### src/verilog/pwrseq_pkg.sv
// constants for the power sequence timing slice
package pwrseq_pkg;
  // clock and time base
  localparam int unsigned CLK_MHZ          = 125;
  localparam int unsigned MS_US            = 1000;
  localparam int unsigned MS_CYCLES        = CLK_MHZ * MS_US;
  localparam int unsigned HALF_MS_CYCLES   = MS_CYCLES / 2;
  // supervision timeout codes
  localparam logic [1:0]  TMO_INDEF        = 2'h0;
  localparam logic [1:0]  TMO_HALF_MS      = 2'h1;
  localparam logic [1:0]  TMO_1MS          = 2'h2;
  localparam logic [1:0]  TMO_2MS          = 2'h3;
  // cold reset delays in ms
  localparam logic [7:0]  CRD_MS_1         = 8'h0f;
  localparam logic [7:0]  CRD_MS_2         = 8'h1f;
  localparam logic [7:0]  CRD_MS_3         = 8'h3f;
  localparam logic [7:0]  CRD_MS_4         = 8'h5f;
  localparam logic [7:0]  CRD_MS_5         = 8'h7f;
  // register byte addresses
  localparam logic [7:0]  ADDR_CONFIG      = 8'h00;
  localparam logic [7:0]  ADDR_PIN0_DELAY  = 8'h04;
  localparam logic [7:0]  ADDR_CONTROL     = 8'h08;
  localparam logic [7:0]  ADDR_STATUS      = 8'h0c;
  localparam logic [7:0]  ADDR_IRQ_STATUS  = 8'h10;
  localparam logic [7:0]  ADDR_IRQ_ENABLE  = 8'h14;
  localparam logic [7:0]  ADDR_IRQ_CLEAR   = 8'h18;
  // config fields
  localparam int unsigned CFG_TMO_LSB      = 3;
  localparam int unsigned CFG_CRD_LSB      = 0;
  localparam logic [4:0]  CONFIG_RESET     = 5'h17;
  localparam logic [7:0]  PIN0_RESET       = 8'h00;
  // control bits
  localparam int unsigned CTL_START        = 0;
  localparam int unsigned CTL_PWROFF       = 1;
  localparam int unsigned CTL_PGOOD_MODE   = 2;
  // irq bits
  localparam int unsigned IRQ_STANDBY      = 0;
  localparam int unsigned IRQ_FAULT        = 1;
  localparam int unsigned IRQ_PIN0         = 2;
  localparam int unsigned IRQ_WIDTH        = 3;

  typedef enum logic [2:0] {
    ST_OFF       = 3'h0,
    ST_SUPERVISE = 3'h1,
    ST_STANDBY   = 3'h2,
    ST_FAULT_OUT = 3'h3,
    ST_COLD_WAIT = 3'h4,
    ST_POWER_ON  = 3'h5
  } seq_state_t;
endpackage : pwrseq_pkg

### src/verilog/power_sequence_timing_config.sv
// power sequence supervision, cold reset delay and pin zero power-on delay
//
// The implementer's own choices: register access over APB and the address map.
`timescale 1ns/1ps
module power_sequence_timing_config
  import pwrseq_pkg::*;
(
  input  wire logic        pclk,
  input  wire logic        presetn,
  input  wire logic        psel,
  input  wire logic        penable,
  input  wire logic        pwrite,
  input  wire logic [7:0]  paddr,
  input  wire logic [31:0] pwdata,
  output logic      [31:0] prdata,
  output logic             pready,
  output logic             pslverr,
  input  wire logic        io_supply_good_flag,
  input  wire logic [9:0]  regulator_good,
  output logic             multipurpose_pin_zero,
  output logic             irq
);

  ////////////////////////////////////////////////////////////////////
  logic        good_s1_r, good_s2_r;
  logic [9:0]  reg_s1_r, reg_s2_r;
  logic [4:0]  config_r;
  logic [7:0]  pin0_delay_r;
  logic        pgood_mode_r, pin0_done_r;
  logic [IRQ_WIDTH-1:0] irq_stat_r, irq_en_r, irq_set;
  seq_state_t  state_r, state_nxt;
  logic [16:0] tick_cnt_r;
  logic [7:0]  ms_cnt_r;
  logic        half_cnt_done, tmo_expired;
  logic        ms_tick, phase_start;
  logic        wr_en, rd_en, start_req, off_req;
  logic [1:0]  tmo_code;
  logic [2:0]  crd_code;
  logic [7:0]  crd_ms;

  assign tmo_code = config_r[CFG_TMO_LSB +: 2];
  assign crd_code = config_r[CFG_CRD_LSB +: 3];

  // pins cross into pclk through two flops
  always_ff @(posedge pclk or negedge presetn)
  begin
    if (!presetn)
    begin
      good_s1_r <= 1'b0;
      good_s2_r <= 1'b0;
      reg_s1_r  <= 10'h000;
      reg_s2_r  <= 10'h000;
    end
    else
    begin
      good_s1_r <= io_supply_good_flag;
      good_s2_r <= good_s1_r;
      reg_s1_r  <= regulator_good;
      reg_s2_r  <= reg_s1_r;
    end
  end

  ////////////////////////////////////////////////////////////////////
  // apb slave, zero wait states
  assign pready    = 1'b1;
  assign pslverr   = 1'b0;
  assign wr_en     = psel & penable & pwrite;
  assign rd_en     = psel & ~penable & ~pwrite;  // read data is loaded in the setup cycle
  assign start_req = wr_en && paddr == ADDR_CONTROL && pwdata[CTL_START];
  assign off_req   = wr_en && paddr == ADDR_CONTROL && pwdata[CTL_PWROFF];

  always_ff @(posedge pclk or negedge presetn)
  begin
    if (!presetn)
    begin
      config_r     <= CONFIG_RESET;
      pin0_delay_r <= PIN0_RESET;
      pgood_mode_r <= 1'b0;
      irq_en_r     <= '0;
    end
    else if (wr_en)
    begin
      if (paddr == ADDR_CONFIG)
        config_r <= pwdata[4:0];
      if (paddr == ADDR_PIN0_DELAY)
        pin0_delay_r <= {1'b0, pwdata[6:0]};
      if (paddr == ADDR_CONTROL)
        pgood_mode_r <= pwdata[CTL_PGOOD_MODE];
      if (paddr == ADDR_IRQ_ENABLE)
        irq_en_r <= pwdata[IRQ_WIDTH-1:0];
    end
  end

  always_ff @(posedge pclk or negedge presetn)
  begin
    if (!presetn)
      prdata <= 32'h0000_0000;
    else if (rd_en)
    begin
      unique case (paddr)
        ADDR_CONFIG:     prdata <= {27'h0, config_r};
        ADDR_PIN0_DELAY: prdata <= {24'h0, pin0_delay_r};
        ADDR_CONTROL:    prdata <= {29'h0, pgood_mode_r, 2'h0};
        ADDR_STATUS:     prdata <= {27'h0, pin0_done_r, good_s2_r, state_r};
        ADDR_IRQ_STATUS: prdata <= {29'h0, irq_stat_r};
        ADDR_IRQ_ENABLE: prdata <= {29'h0, irq_en_r};
        default:         prdata <= 32'h0000_0000;
      endcase
    end
  end

  ////////////////////////////////////////////////////////////////////
  // millisecond time base, restarted with each phase so delays are exact
  assign phase_start   = state_nxt != state_r;
  assign ms_tick       = tick_cnt_r == 17'(MS_CYCLES - 1);
  assign half_cnt_done = tick_cnt_r == 17'(HALF_MS_CYCLES - 1);

  always_ff @(posedge pclk or negedge presetn)
  begin
    if (!presetn)
    begin
      tick_cnt_r <= 17'h0;
      ms_cnt_r   <= 8'h00;
    end
    else if (phase_start)
    begin
      tick_cnt_r <= 17'h0;
      ms_cnt_r   <= 8'h00;
    end
    else if (ms_tick)
    begin
      tick_cnt_r <= 17'h0;
      if (ms_cnt_r != 8'hff)
        ms_cnt_r <= ms_cnt_r + 8'h01;
    end
    else
      tick_cnt_r <= tick_cnt_r + 17'h1;
  end

  always_comb
  begin
    unique case (crd_code)
      3'h1:    crd_ms = CRD_MS_1;
      3'h2:    crd_ms = CRD_MS_2;
      3'h3:    crd_ms = CRD_MS_3;
      3'h4:    crd_ms = CRD_MS_4;
      3'h5:    crd_ms = CRD_MS_5;
      default: crd_ms = 8'h00;  // codes 6/7 undefined: treated as no delay
    endcase
  end

  ////////////////////////////////////////////////////////////////////
  always_comb
  begin
    unique case (tmo_code)
      TMO_INDEF:   tmo_expired = 1'b0;
      TMO_HALF_MS: tmo_expired = half_cnt_done;
      TMO_1MS:     tmo_expired = ms_tick;
      TMO_2MS:     tmo_expired = ms_tick && ms_cnt_r == 8'h01;
    endcase
  end

  always_comb
  begin
    state_nxt = state_r;
    unique case (state_r)
      ST_OFF:
        if (start_req)
          state_nxt = ST_SUPERVISE;
      ST_SUPERVISE:
        if (good_s2_r)
          state_nxt = ST_STANDBY;
        else if (tmo_expired)
          state_nxt = ST_FAULT_OUT;
      ST_STANDBY:
        if (start_req)
          state_nxt = ST_POWER_ON;
      ST_POWER_ON:
        if (off_req)
          state_nxt = ST_COLD_WAIT;
      ST_COLD_WAIT:
        if (crd_ms == 8'h00 || (ms_tick && ms_cnt_r == crd_ms - 8'h01))
          state_nxt = ST_POWER_ON;
      ST_FAULT_OUT:
        if (off_req)
          state_nxt = ST_OFF;
      default:
        state_nxt = ST_OFF;
    endcase
  end

  always_ff @(posedge pclk or negedge presetn)
  begin
    if (!presetn)
      state_r <= ST_OFF;
    else
      state_r <= state_nxt;
  end

  // pin zero: delayed power-on marker or selected regulator good
  always_ff @(posedge pclk or negedge presetn)
  begin
    if (!presetn)
      pin0_done_r <= 1'b0;
    else if (state_r != ST_POWER_ON || phase_start)
      pin0_done_r <= 1'b0;
    else if (pin0_delay_r[6:0] == 7'h00 || ms_cnt_r >= {1'b0, pin0_delay_r[6:0]})
      pin0_done_r <= 1'b1;
  end

  always_ff @(posedge pclk or negedge presetn)
  begin
    if (!presetn)
      multipurpose_pin_zero <= 1'b0;
    else if (pgood_mode_r)
      multipurpose_pin_zero <= pin0_delay_r[3:0] <= 4'h9 ? reg_s2_r[pin0_delay_r[3:0]] : 1'b0;
    else
      multipurpose_pin_zero <= pin0_done_r;
  end

  ////////////////////////////////////////////////////////////////////
  always_comb
  begin
    irq_set              = '0;
    irq_set[IRQ_STANDBY] = phase_start && state_nxt == ST_STANDBY;
    irq_set[IRQ_FAULT]   = phase_start && state_nxt == ST_FAULT_OUT;
    irq_set[IRQ_PIN0]    = state_r == ST_POWER_ON && !phase_start && !pin0_done_r
                           && (pin0_delay_r[6:0] == 7'h00 || ms_cnt_r >= {1'b0, pin0_delay_r[6:0]});
  end

  // set wins over a clear in the same cycle
  always_ff @(posedge pclk or negedge presetn)
  begin
    if (!presetn)
      irq_stat_r <= '0;
    else if (wr_en && paddr == ADDR_IRQ_CLEAR)
      irq_stat_r <= (irq_stat_r & ~pwdata[IRQ_WIDTH-1:0]) | irq_set;
    else
      irq_stat_r <= irq_stat_r | irq_set;
  end

  assign irq = |(irq_stat_r & irq_en_r);

  ////////////////////////////////////////////////////////////////////
  logic [23:0] phase_cyc_r;  // cycles since the last state change, apart from the time base it checks
  always_ff @(posedge pclk or negedge presetn)
    if (!presetn)
      phase_cyc_r <= 24'h00_0000;
    else
      phase_cyc_r <= phase_start ? 24'h00_0000 : phase_cyc_r + {23'h00_0000, ~&phase_cyc_r};

  a_good_to_standby: assert property (@(posedge pclk) disable iff (!presetn)
    state_r == ST_SUPERVISE && good_s2_r |=> state_r == ST_STANDBY)
    else $error("good flag did not lead to standby");

  a_expiry_to_fault: assert property (@(posedge pclk) disable iff (!presetn)
    state_r == ST_SUPERVISE && !good_s2_r && tmo_expired |=> state_r == ST_FAULT_OUT)
    else $error("timeout did not lead to fault");

  a_fault_window: assert property (@(posedge pclk) disable iff (!presetn)
    state_r == ST_SUPERVISE && state_nxt == ST_FAULT_OUT
    |-> phase_cyc_r == 24'(tmo_code == TMO_2MS ? 2 * MS_CYCLES - 1 :
                           tmo_code == TMO_1MS ? MS_CYCLES - 1 : HALF_MS_CYCLES - 1))
    else $error("supervision timeout fired at the wrong time");

  a_indef_no_fault: assert property (@(posedge pclk) disable iff (!presetn)
    state_r == ST_SUPERVISE && tmo_code == TMO_INDEF |=> state_r != ST_FAULT_OUT)
    else $error("indefinite timeout faulted");

  a_cold_wait_len: assert property (@(posedge pclk) disable iff (!presetn)
    state_r == ST_COLD_WAIT && state_nxt == ST_POWER_ON && crd_ms != 8'h00
    |-> phase_cyc_r == 24'(crd_ms * MS_CYCLES - 1))
    else $error("cold reset delay has the wrong length");

  a_cold_zero_skip: assert property (@(posedge pclk) disable iff (!presetn)
    state_r == ST_COLD_WAIT && crd_code == 3'h0 |=> state_r == ST_POWER_ON)
    else $error("zero cold delay did not skip");

  a_pin_delay_hold: assert property (@(posedge pclk) disable iff (!presetn)
    $rose(pin0_done_r) |-> $past(ms_cnt_r) >= {1'b0, pin0_delay_r[6:0]} && state_r == ST_POWER_ON)
    else $error("pin zero delay released early");

  a_pin_off_clear: assert property (@(posedge pclk) disable iff (!presetn)
    state_r != ST_POWER_ON |=> !pin0_done_r)
    else $error("pin zero marker outside power-on");

  a_tick_restart: assert property (@(posedge pclk) disable iff (!presetn)
    phase_start |=> tick_cnt_r == 17'h0 && ms_cnt_r == 8'h00)
    else $error("time base not restarted at phase start");

endmodule : power_sequence_timing_config

### config.mk
export PLATFORM = sky130hd
export DESIGN_NAME = power_sequence_timing_config
export DESIGN_NICKNAME = d
export VERILOG_FILES = /design/src/verilog/pwrseq_pkg.sv /design/src/verilog/power_sequence_timing_config.sv
export SDC_FILE = /design/constraint.sdc
export NUM_CORES = 1
export LEC_CHECK = 0
export BUFFER_PORTS_ARGS = -buffer_cell sky130_fd_sc_hd__buf_2
export CORE_MARGIN = 1.5
export CORE_UTILIZATION = 47
export DETAILED_ROUTE_END_ITERATION = 8
export PLACE_DENSITY = 0.82
export SYNTH_ARGS = -nofsm -noshare
export SYNTH_HDL_FRONTEND = slang
export SYNTH_SLANG_ARGS = --single-unit
### constraint.sdc
create_clock -name pclk -period 2.4 [get_ports pclk]
set_input_delay 0.48 -clock pclk [delete_from_list [all_inputs] [get_ports pclk]]
set_output_delay 0.48 -clock pclk [all_outputs]
set_load 0.05 [all_outputs]
---- Yosys cells after proc, flatten, opt, wreduce, memory -nomap -nowiden ----
Cells that the tools add are included.
operators by class
  add/sub/neg operators ................... 3
  $lt $le $gt $ge ......................... 3
  equal/unequal tests ..................... 28
  muxes and demuxes ....................... 23
  bitwise logic cells ..................... 11
  reductions and logical operators ........ 30
operators by type and width
  operator                                                                  number
  7-bit one-hot mux with 6 select lines                                     1
  7-bit one-hot mux with 5 select lines                                     1
  17-bit two-way mux                                                        2
  8-bit by 5-bit equality test with 1-bit output (second input constant)    3
  3-bit two-way mux                                                         8
  8-bit two-way mux                                                         3
  3-bit by 2-bit equality test with 1-bit output (second input constant)    6
  3-bit one-hot mux with 6 select lines                                     1
  17-bit by 1-bit adder with 17-bit output (second input constant)          1
  17-bit by 16-bit equality test with 1-bit output (second input constant)  1
  17-bit equality test (second input constant)                              1
  8-bit by 4-bit equality test with 1-bit output (second input constant)    2
  8-bit logical NOT                                                         2
  3-bit equality test (second input constant)                               4
  1-bit logical AND                                                         11
  2-bit AND reduction                                                       5
  8-bit by 1-bit adder with 8-bit output (second input constant)            1
  8-bit by 1-bit equality test with 1-bit output (second input constant)    1
  8-bit by 3-bit equality test with 1-bit output (second input constant)    1
  8-bit equality test                                                       1
  8-bit by 7-bit greater-or-equal comparator with 1-bit output              1
  8-bit != test (second input constant)                                     1
  8-bit by 1-bit subtractor with 8-bit output (second input constant)       1
  7-bit logical NOT                                                         1
  other kinds (21)                                                          38
word-level totals
  register bits ........................... 103
  input bits .............................. 56

---- Depth between registers and ports, before layout ----
  depth in word-level cells ............... 15
  depth in mapped cells ................... 9
  mapped depth without buffers ............ 8

---- Worst setup path before layout ----
OpenSTA, ideal clock, no wires.
  kind .................................... register -> register
  from .................................... register tick_cnt_r[4]
  to ...................................... register tick_cnt_r[2]
  library setup time ...................... 0.140 ns
  arrival time ............................ 2.145 ns
  slack ................................... 0.115 ns
  stages on the path, launching flop included .. 8
  buffers on the path ..................... 1
  cells stage by stage .................... dfrtp_1 or4_1 or3_4 nor2_8 a41o_4 xor2_4 buf_6 nor4_1
on the way
  cells in the longest elaborated chain, start to end .. 8
  elaborated cells between the ends (all ways) .. 13
  classes of those cells .................. 3 x eq/ne; 7 x mux; 3 x reduce/logical
RTL lines
  what                                       RTL line                             RTL
  from (decl)                                power_sequence_timing_config.sv:32   logic [16:0] tick_cnt_r;
  from (signal assigned)                     power_sequence_timing_config.sv:137  tick_cnt_r <= tick_cnt_r + 17'h1;
  17-bit equality test                       power_sequence_timing_config.sv:115  assign ms_tick = tick_cnt_r == 17'(MS_CYCLES - 1);
  1-bit logical AND                          power_sequence_timing_config.sv:159  TMO_2MS: tmo_expired = ms_tick && ms_cnt_r == 8'h01;
  1-bit one-hot mux with 4 select lines      power_sequence_timing_config.sv:155  unique case (tmo_code)
  3-bit two-way mux                          power_sequence_timing_config.sv:173  else if (tmo_expired)
  3-bit two-way mux                          power_sequence_timing_config.sv:171  if (good_s2_r)
  3-bit one-hot mux with 6 select lines (*)  power_sequence_timing_config.sv:166  unique case (state_r)
  via state_nxt[0]                           power_sequence_timing_config.sv:31   seq_state_t state_r, state_nxt;
  3-bit != test (*)                          power_sequence_timing_config.sv:114  assign phase_start = state_nxt != state_r;
  17-bit two-way mux (*)                     power_sequence_timing_config.sv:125  else if (phase_start)
Mark *: on every way through the listed nets, which the timed path passes. The rest lies on a longest branch.
A chain may end at the register's enable or synchronous reset.

---- Worst setup path after layout ----
  from .................................... register ms_cnt_r[6]
  to ...................................... register tick_cnt_r[16]
on the way
  cells in the longest elaborated chain, start to end .. 8
  elaborated cells between the ends (all ways) .. 12
  classes of those cells .................. 3 x eq/ne; 6 x mux; 3 x reduce/logical
RTL lines
  what                                            RTL line                             RTL
  from (decl)                                     power_sequence_timing_config.sv:33   logic [7:0] ms_cnt_r;
  from (signal assigned)                          power_sequence_timing_config.sv:134  ms_cnt_r <= ms_cnt_r + 8'h01;
  8-bit by 1-bit equality test with 1-bit output  power_sequence_timing_config.sv:159
  1-bit logical AND                               power_sequence_timing_config.sv:159
  1-bit one-hot mux with 4 select lines           power_sequence_timing_config.sv:155
  3-bit two-way mux                               power_sequence_timing_config.sv:173
  3-bit two-way mux                               power_sequence_timing_config.sv:171
  3-bit one-hot mux with 6 select lines (*)       power_sequence_timing_config.sv:166
  3-bit != test (*)                               power_sequence_timing_config.sv:114
  17-bit two-way mux (*)                          power_sequence_timing_config.sv:125
Every way passes the cells marked *; elsewhere a longest branch is shown, timed or not.

==> flow_summary.ini <==
[floorplanning]
dieArea_um2 = 9660
start_util_pct = 48.7
die_height_um = 98.3
placeableCoreArea_um2 = 8760
count_of_pins_on_the_block_boundary = 92
die_w_um = 98.3
number_of_placement_rows = 34

[layout]
synth_to_layout_area_growth_pct = 15.7
mostFrequentLayoutCells = dfrtp_1 (74), buf_2 (38), buf_4 (32)
proportion_of_layout_cells_with_a_drive_suffix_above_1_pct = 30.2
postLayoutCoreUtil_pct = 56.3
final_net_count = 532
num_antenna_cells = 0
nFillCells = 732
mostFrequentLayoutCell = dfrtp_1
multi_input_comb_area_um2 = 2120
regArea_um2 = 1960

[timing]
hold_viol = 0
max_freq_mhz = 424
min_period_over_period_pct = 98.2
drv_slew = 0
post-route-min-period_ps = 2360
skew_ps = 13.4
number_of_endpoints_failing_setup_at_the_final_stage = 0
worst_pin_slew_ps = 556
max_slew_margin_pct = 62.9

[logic_synthesis]
synth-async-reset-ratio_pct = 100
post_synth_inst_count = 399
syn_area_um2 = 4270
synth_sequential_area_ratio_pct = 45.9
synth_area_per_cell_um2 = 10.7
ys.warnings.count = 0
unique_cell_type_count_in_the_yosys_netlist = 62
number_of_synthesized_register_bits = 78
synth_enable_flop_cells = 0
synth_flop_cell = dfrtp_1

[cts]
cts_made_buffers = 9
cts_hold_buffers = 0
cts.sink_count = 78
h-tree-depth = 3
path_clk_slew_ps = 90
root_buffer = clkbuf_8
cts.path.max_buffers = 2
tritoncts = done
clock_insertion_delay_worst_skew_ps = 360

[drt]
vias = 3298
firstDrtPassIters = 6
route.detailed.wl_per_inst_um = 16.3
totalWireLength_um = 9430
drtAntennaViolNets = 0
detail_route.drc_violations = 0
dr.first_iter.drc_count = 279
drt-vias-per-instance = 5.71

[power_and_ir_drop]
finalPower_mw = 3.63
max-vdd-ir-drop_mv = 0.470
powerDensity_nw_per_um2 = 736
power.leakage_nw = 2.26

[grt]
global_route_wire_length_before_repair_um = 15700
first_global_vias = 3316
number_of_antenna_violations_at_the_first_check_in_global_routing = 0
grt_max_degree = 44
gr-usage-all-layers_pct = 20.4
globalRoute.totalOverflow = 0

[worst_setup_path]
critical_path_type = reg2reg
timing.rr.end = tick_cnt_r[16]
ff2ff_path_depth = 7
crit_fanout = 17
worst_ep_arrival_ps = 2600
regToRegStartpoint = ms_cnt_r[6]
rrSetupSlack_ps = 40
critPathMaxStageDelay_ps = 520
crit_path_top_delay_cell = or4_1
critical_path.cell_chain = or4_1 -> o41ai_1 -> nand4_1 -> a21oi_2 -> buf_4 -> or4_2 -> nor2_1
worst_ep_required_time_ps = 2640
cp-end-kind = register
worst_setup_path_start_kind = register

[run]
maxCapViolations = 0

[placed_design]
dpl.hpwl_um = 6520
routability_congestion_estimate = 0.919
numPortBuffers = 39

[min_path]
hold_path_class = in2async

[status]
run_status = complete, no violations
[flip-flops by register name, indices dropped and copies added (netlist names)]
name and flops:
config_r 5, good_s1_r 1, good_s2_r 1, irq_en_r 3
irq_stat_r 3, ms_cnt_r 8, multipurpose_pin_zero 1, pgood_mode_r 1
pin0_delay_r 7, pin0_done_r 1, prdata 7, reg_s1_r 10
reg_s2_r 10, state_r 3, tick_cnt_r 17
[area by class of cell]
cell class / count / share of cell area [%]
tap: 108 / 2.74
timing repair buffer: 72 / 9.53
inverter: 13 / 0.989
clock buffer: 9 / 2.51
clock inverter: 7 / 1.60
sequential: 78 / 39.7
multi-input combinational: 291 / 43.0
[through the flow]
| stage | worst slack (ps) | hold slack, ps | TNS [ps] | area, um2 | instances |
|---|---|---|---|---|---|
| finish | 42.4 | 102 | 0 | 4930 | 578 |
| global route | -20.2 | 141 | -78.2 | 4930 | 578 |
| CTS | 40.6 | 120 | 0 | 4880 | 577 |
| detailed placement | -31.0 | 335 | -138 | 4670 | 561 |
| global placement | 24.8 | 333 | 0 | 4670 | 561 |
| floorplan | 115 | 184 | 0 | 4360 | 424 |
[layer usage]
metal	GRT usage [%]	up-vias	share of wire, %
met5	0	-	0
met4	9.53	0	2.6
met3	5.15	24	7.2
met2	33.5	162	49
met1	25.4	1583	41
li1	-	1529	-
[how the worst max path moves through the flow]
stage	start	cells past startpoint	endpoint	slack [ps]
3_5_place_dp	paddr[1]	8	ms_cnt_r[5]	-30
3_3_place_gp	paddr[1]	8	ms_cnt_r[4]	20
4_1_cts	tick_cnt_r[7]	7	ms_cnt_r[3]	40
5_1_grt	tick_cnt_r[7]	7	tick_cnt_r[2]	-20
2_1_floorplan	tick_cnt_r[4]	7	tick_cnt_r[2]	110
6_report	ms_cnt_r[6]	7	tick_cnt_r[16]	40
[cells in the mapped netlist, types with 3 or more instances]
master / number / area [um2]
dfrtp_1: 74 / 1850
buf_4: 29 / 218
nand2_1: 29 / 109
nor2_1: 28 / 105
mux2_2: 16 / 180
nor4_1: 16 / 100
xor2_1: 15 / 131
inv_1: 13 / 48.8
nand3_1: 13 / 65.1
nand4_1: 13 / 81.3
ha_1: 11 / 138
o21ai_0: 9 / 45.0
xnor2_1: 9 / 78.8
clkbuf_1: 8 / 30.0
or4_2: 8 / 70.1
a31oi_1: 7 / 43.8
nor3_1: 7 / 35.0
a21oi_1: 5 / 25.0
and2_1: 4 / 25.0
dfstp_2: 4 / 105
mux2i_1: 4 / 40.0
nor2b_1: 4 / 25.0
nor3b_1: 4 / 30.0
a211o_1: 3 / 26.3
a21o_1: 3 / 22.5
and3_1: 3 / 18.8
mux4_2: 3 / 67.6
nand2b_1: 3 / 18.8
nor4_2: 3 / 37.5
nor4b_1: 3 / 26.3
o21a_1: 3 / 22.5
[where the power goes]
group | internal, mW | switching [mW] | total [mW]
Combinational | 0.399 | 0.527 | 0.926
Clock | 0.497 | 0.530 | 1.03
Sequential | 1.48 | 0.199 | 1.68
[logic make-up (layout without fill, tap and decap cells)]
| family | Yosys count | count (layout) | synth area share [%] |
|---|---|---|---|
| other | 2 | 27 | 0.176 |
| multiplexers | 23 | 23 | 6.75 |
| XOR/XNOR | 25 | 25 | 5.57 |
| flip-flops | 78 | 78 | 45.9 |
| AO/OA/AOI/OAI | 48 | 48 | 8.24 |
| buffers and inverters | 55 | 101 | 7.80 |
| adder cells (fa/ha/maj) | 11 | 11 | 3.23 |
| AND/OR/NAND/NOR | 157 | 157 | 22.4 |
[critical path, delay by kind of cell (launching register included)]
| family | cells | cell delay [ps] |
|---|---|---|
| AND/OR/NAND/NOR | 4 | 910 |
| AO/OA/AOI/OAI | 2 | 590 |
| flip-flops | 1 | 480 |
| buffers and inverters | 1 | 250 |
[what timing repair did]
| item | in CTS | in global routing |
|---|---|---|
| pin swaps | 0 | 1 |
| buffers inserted | 0 | 1 |
| setup endpoints to repair | 4 | 16 |
| gates resized for setup | 1 | 9 |
(Power assumes the default switching activity.)
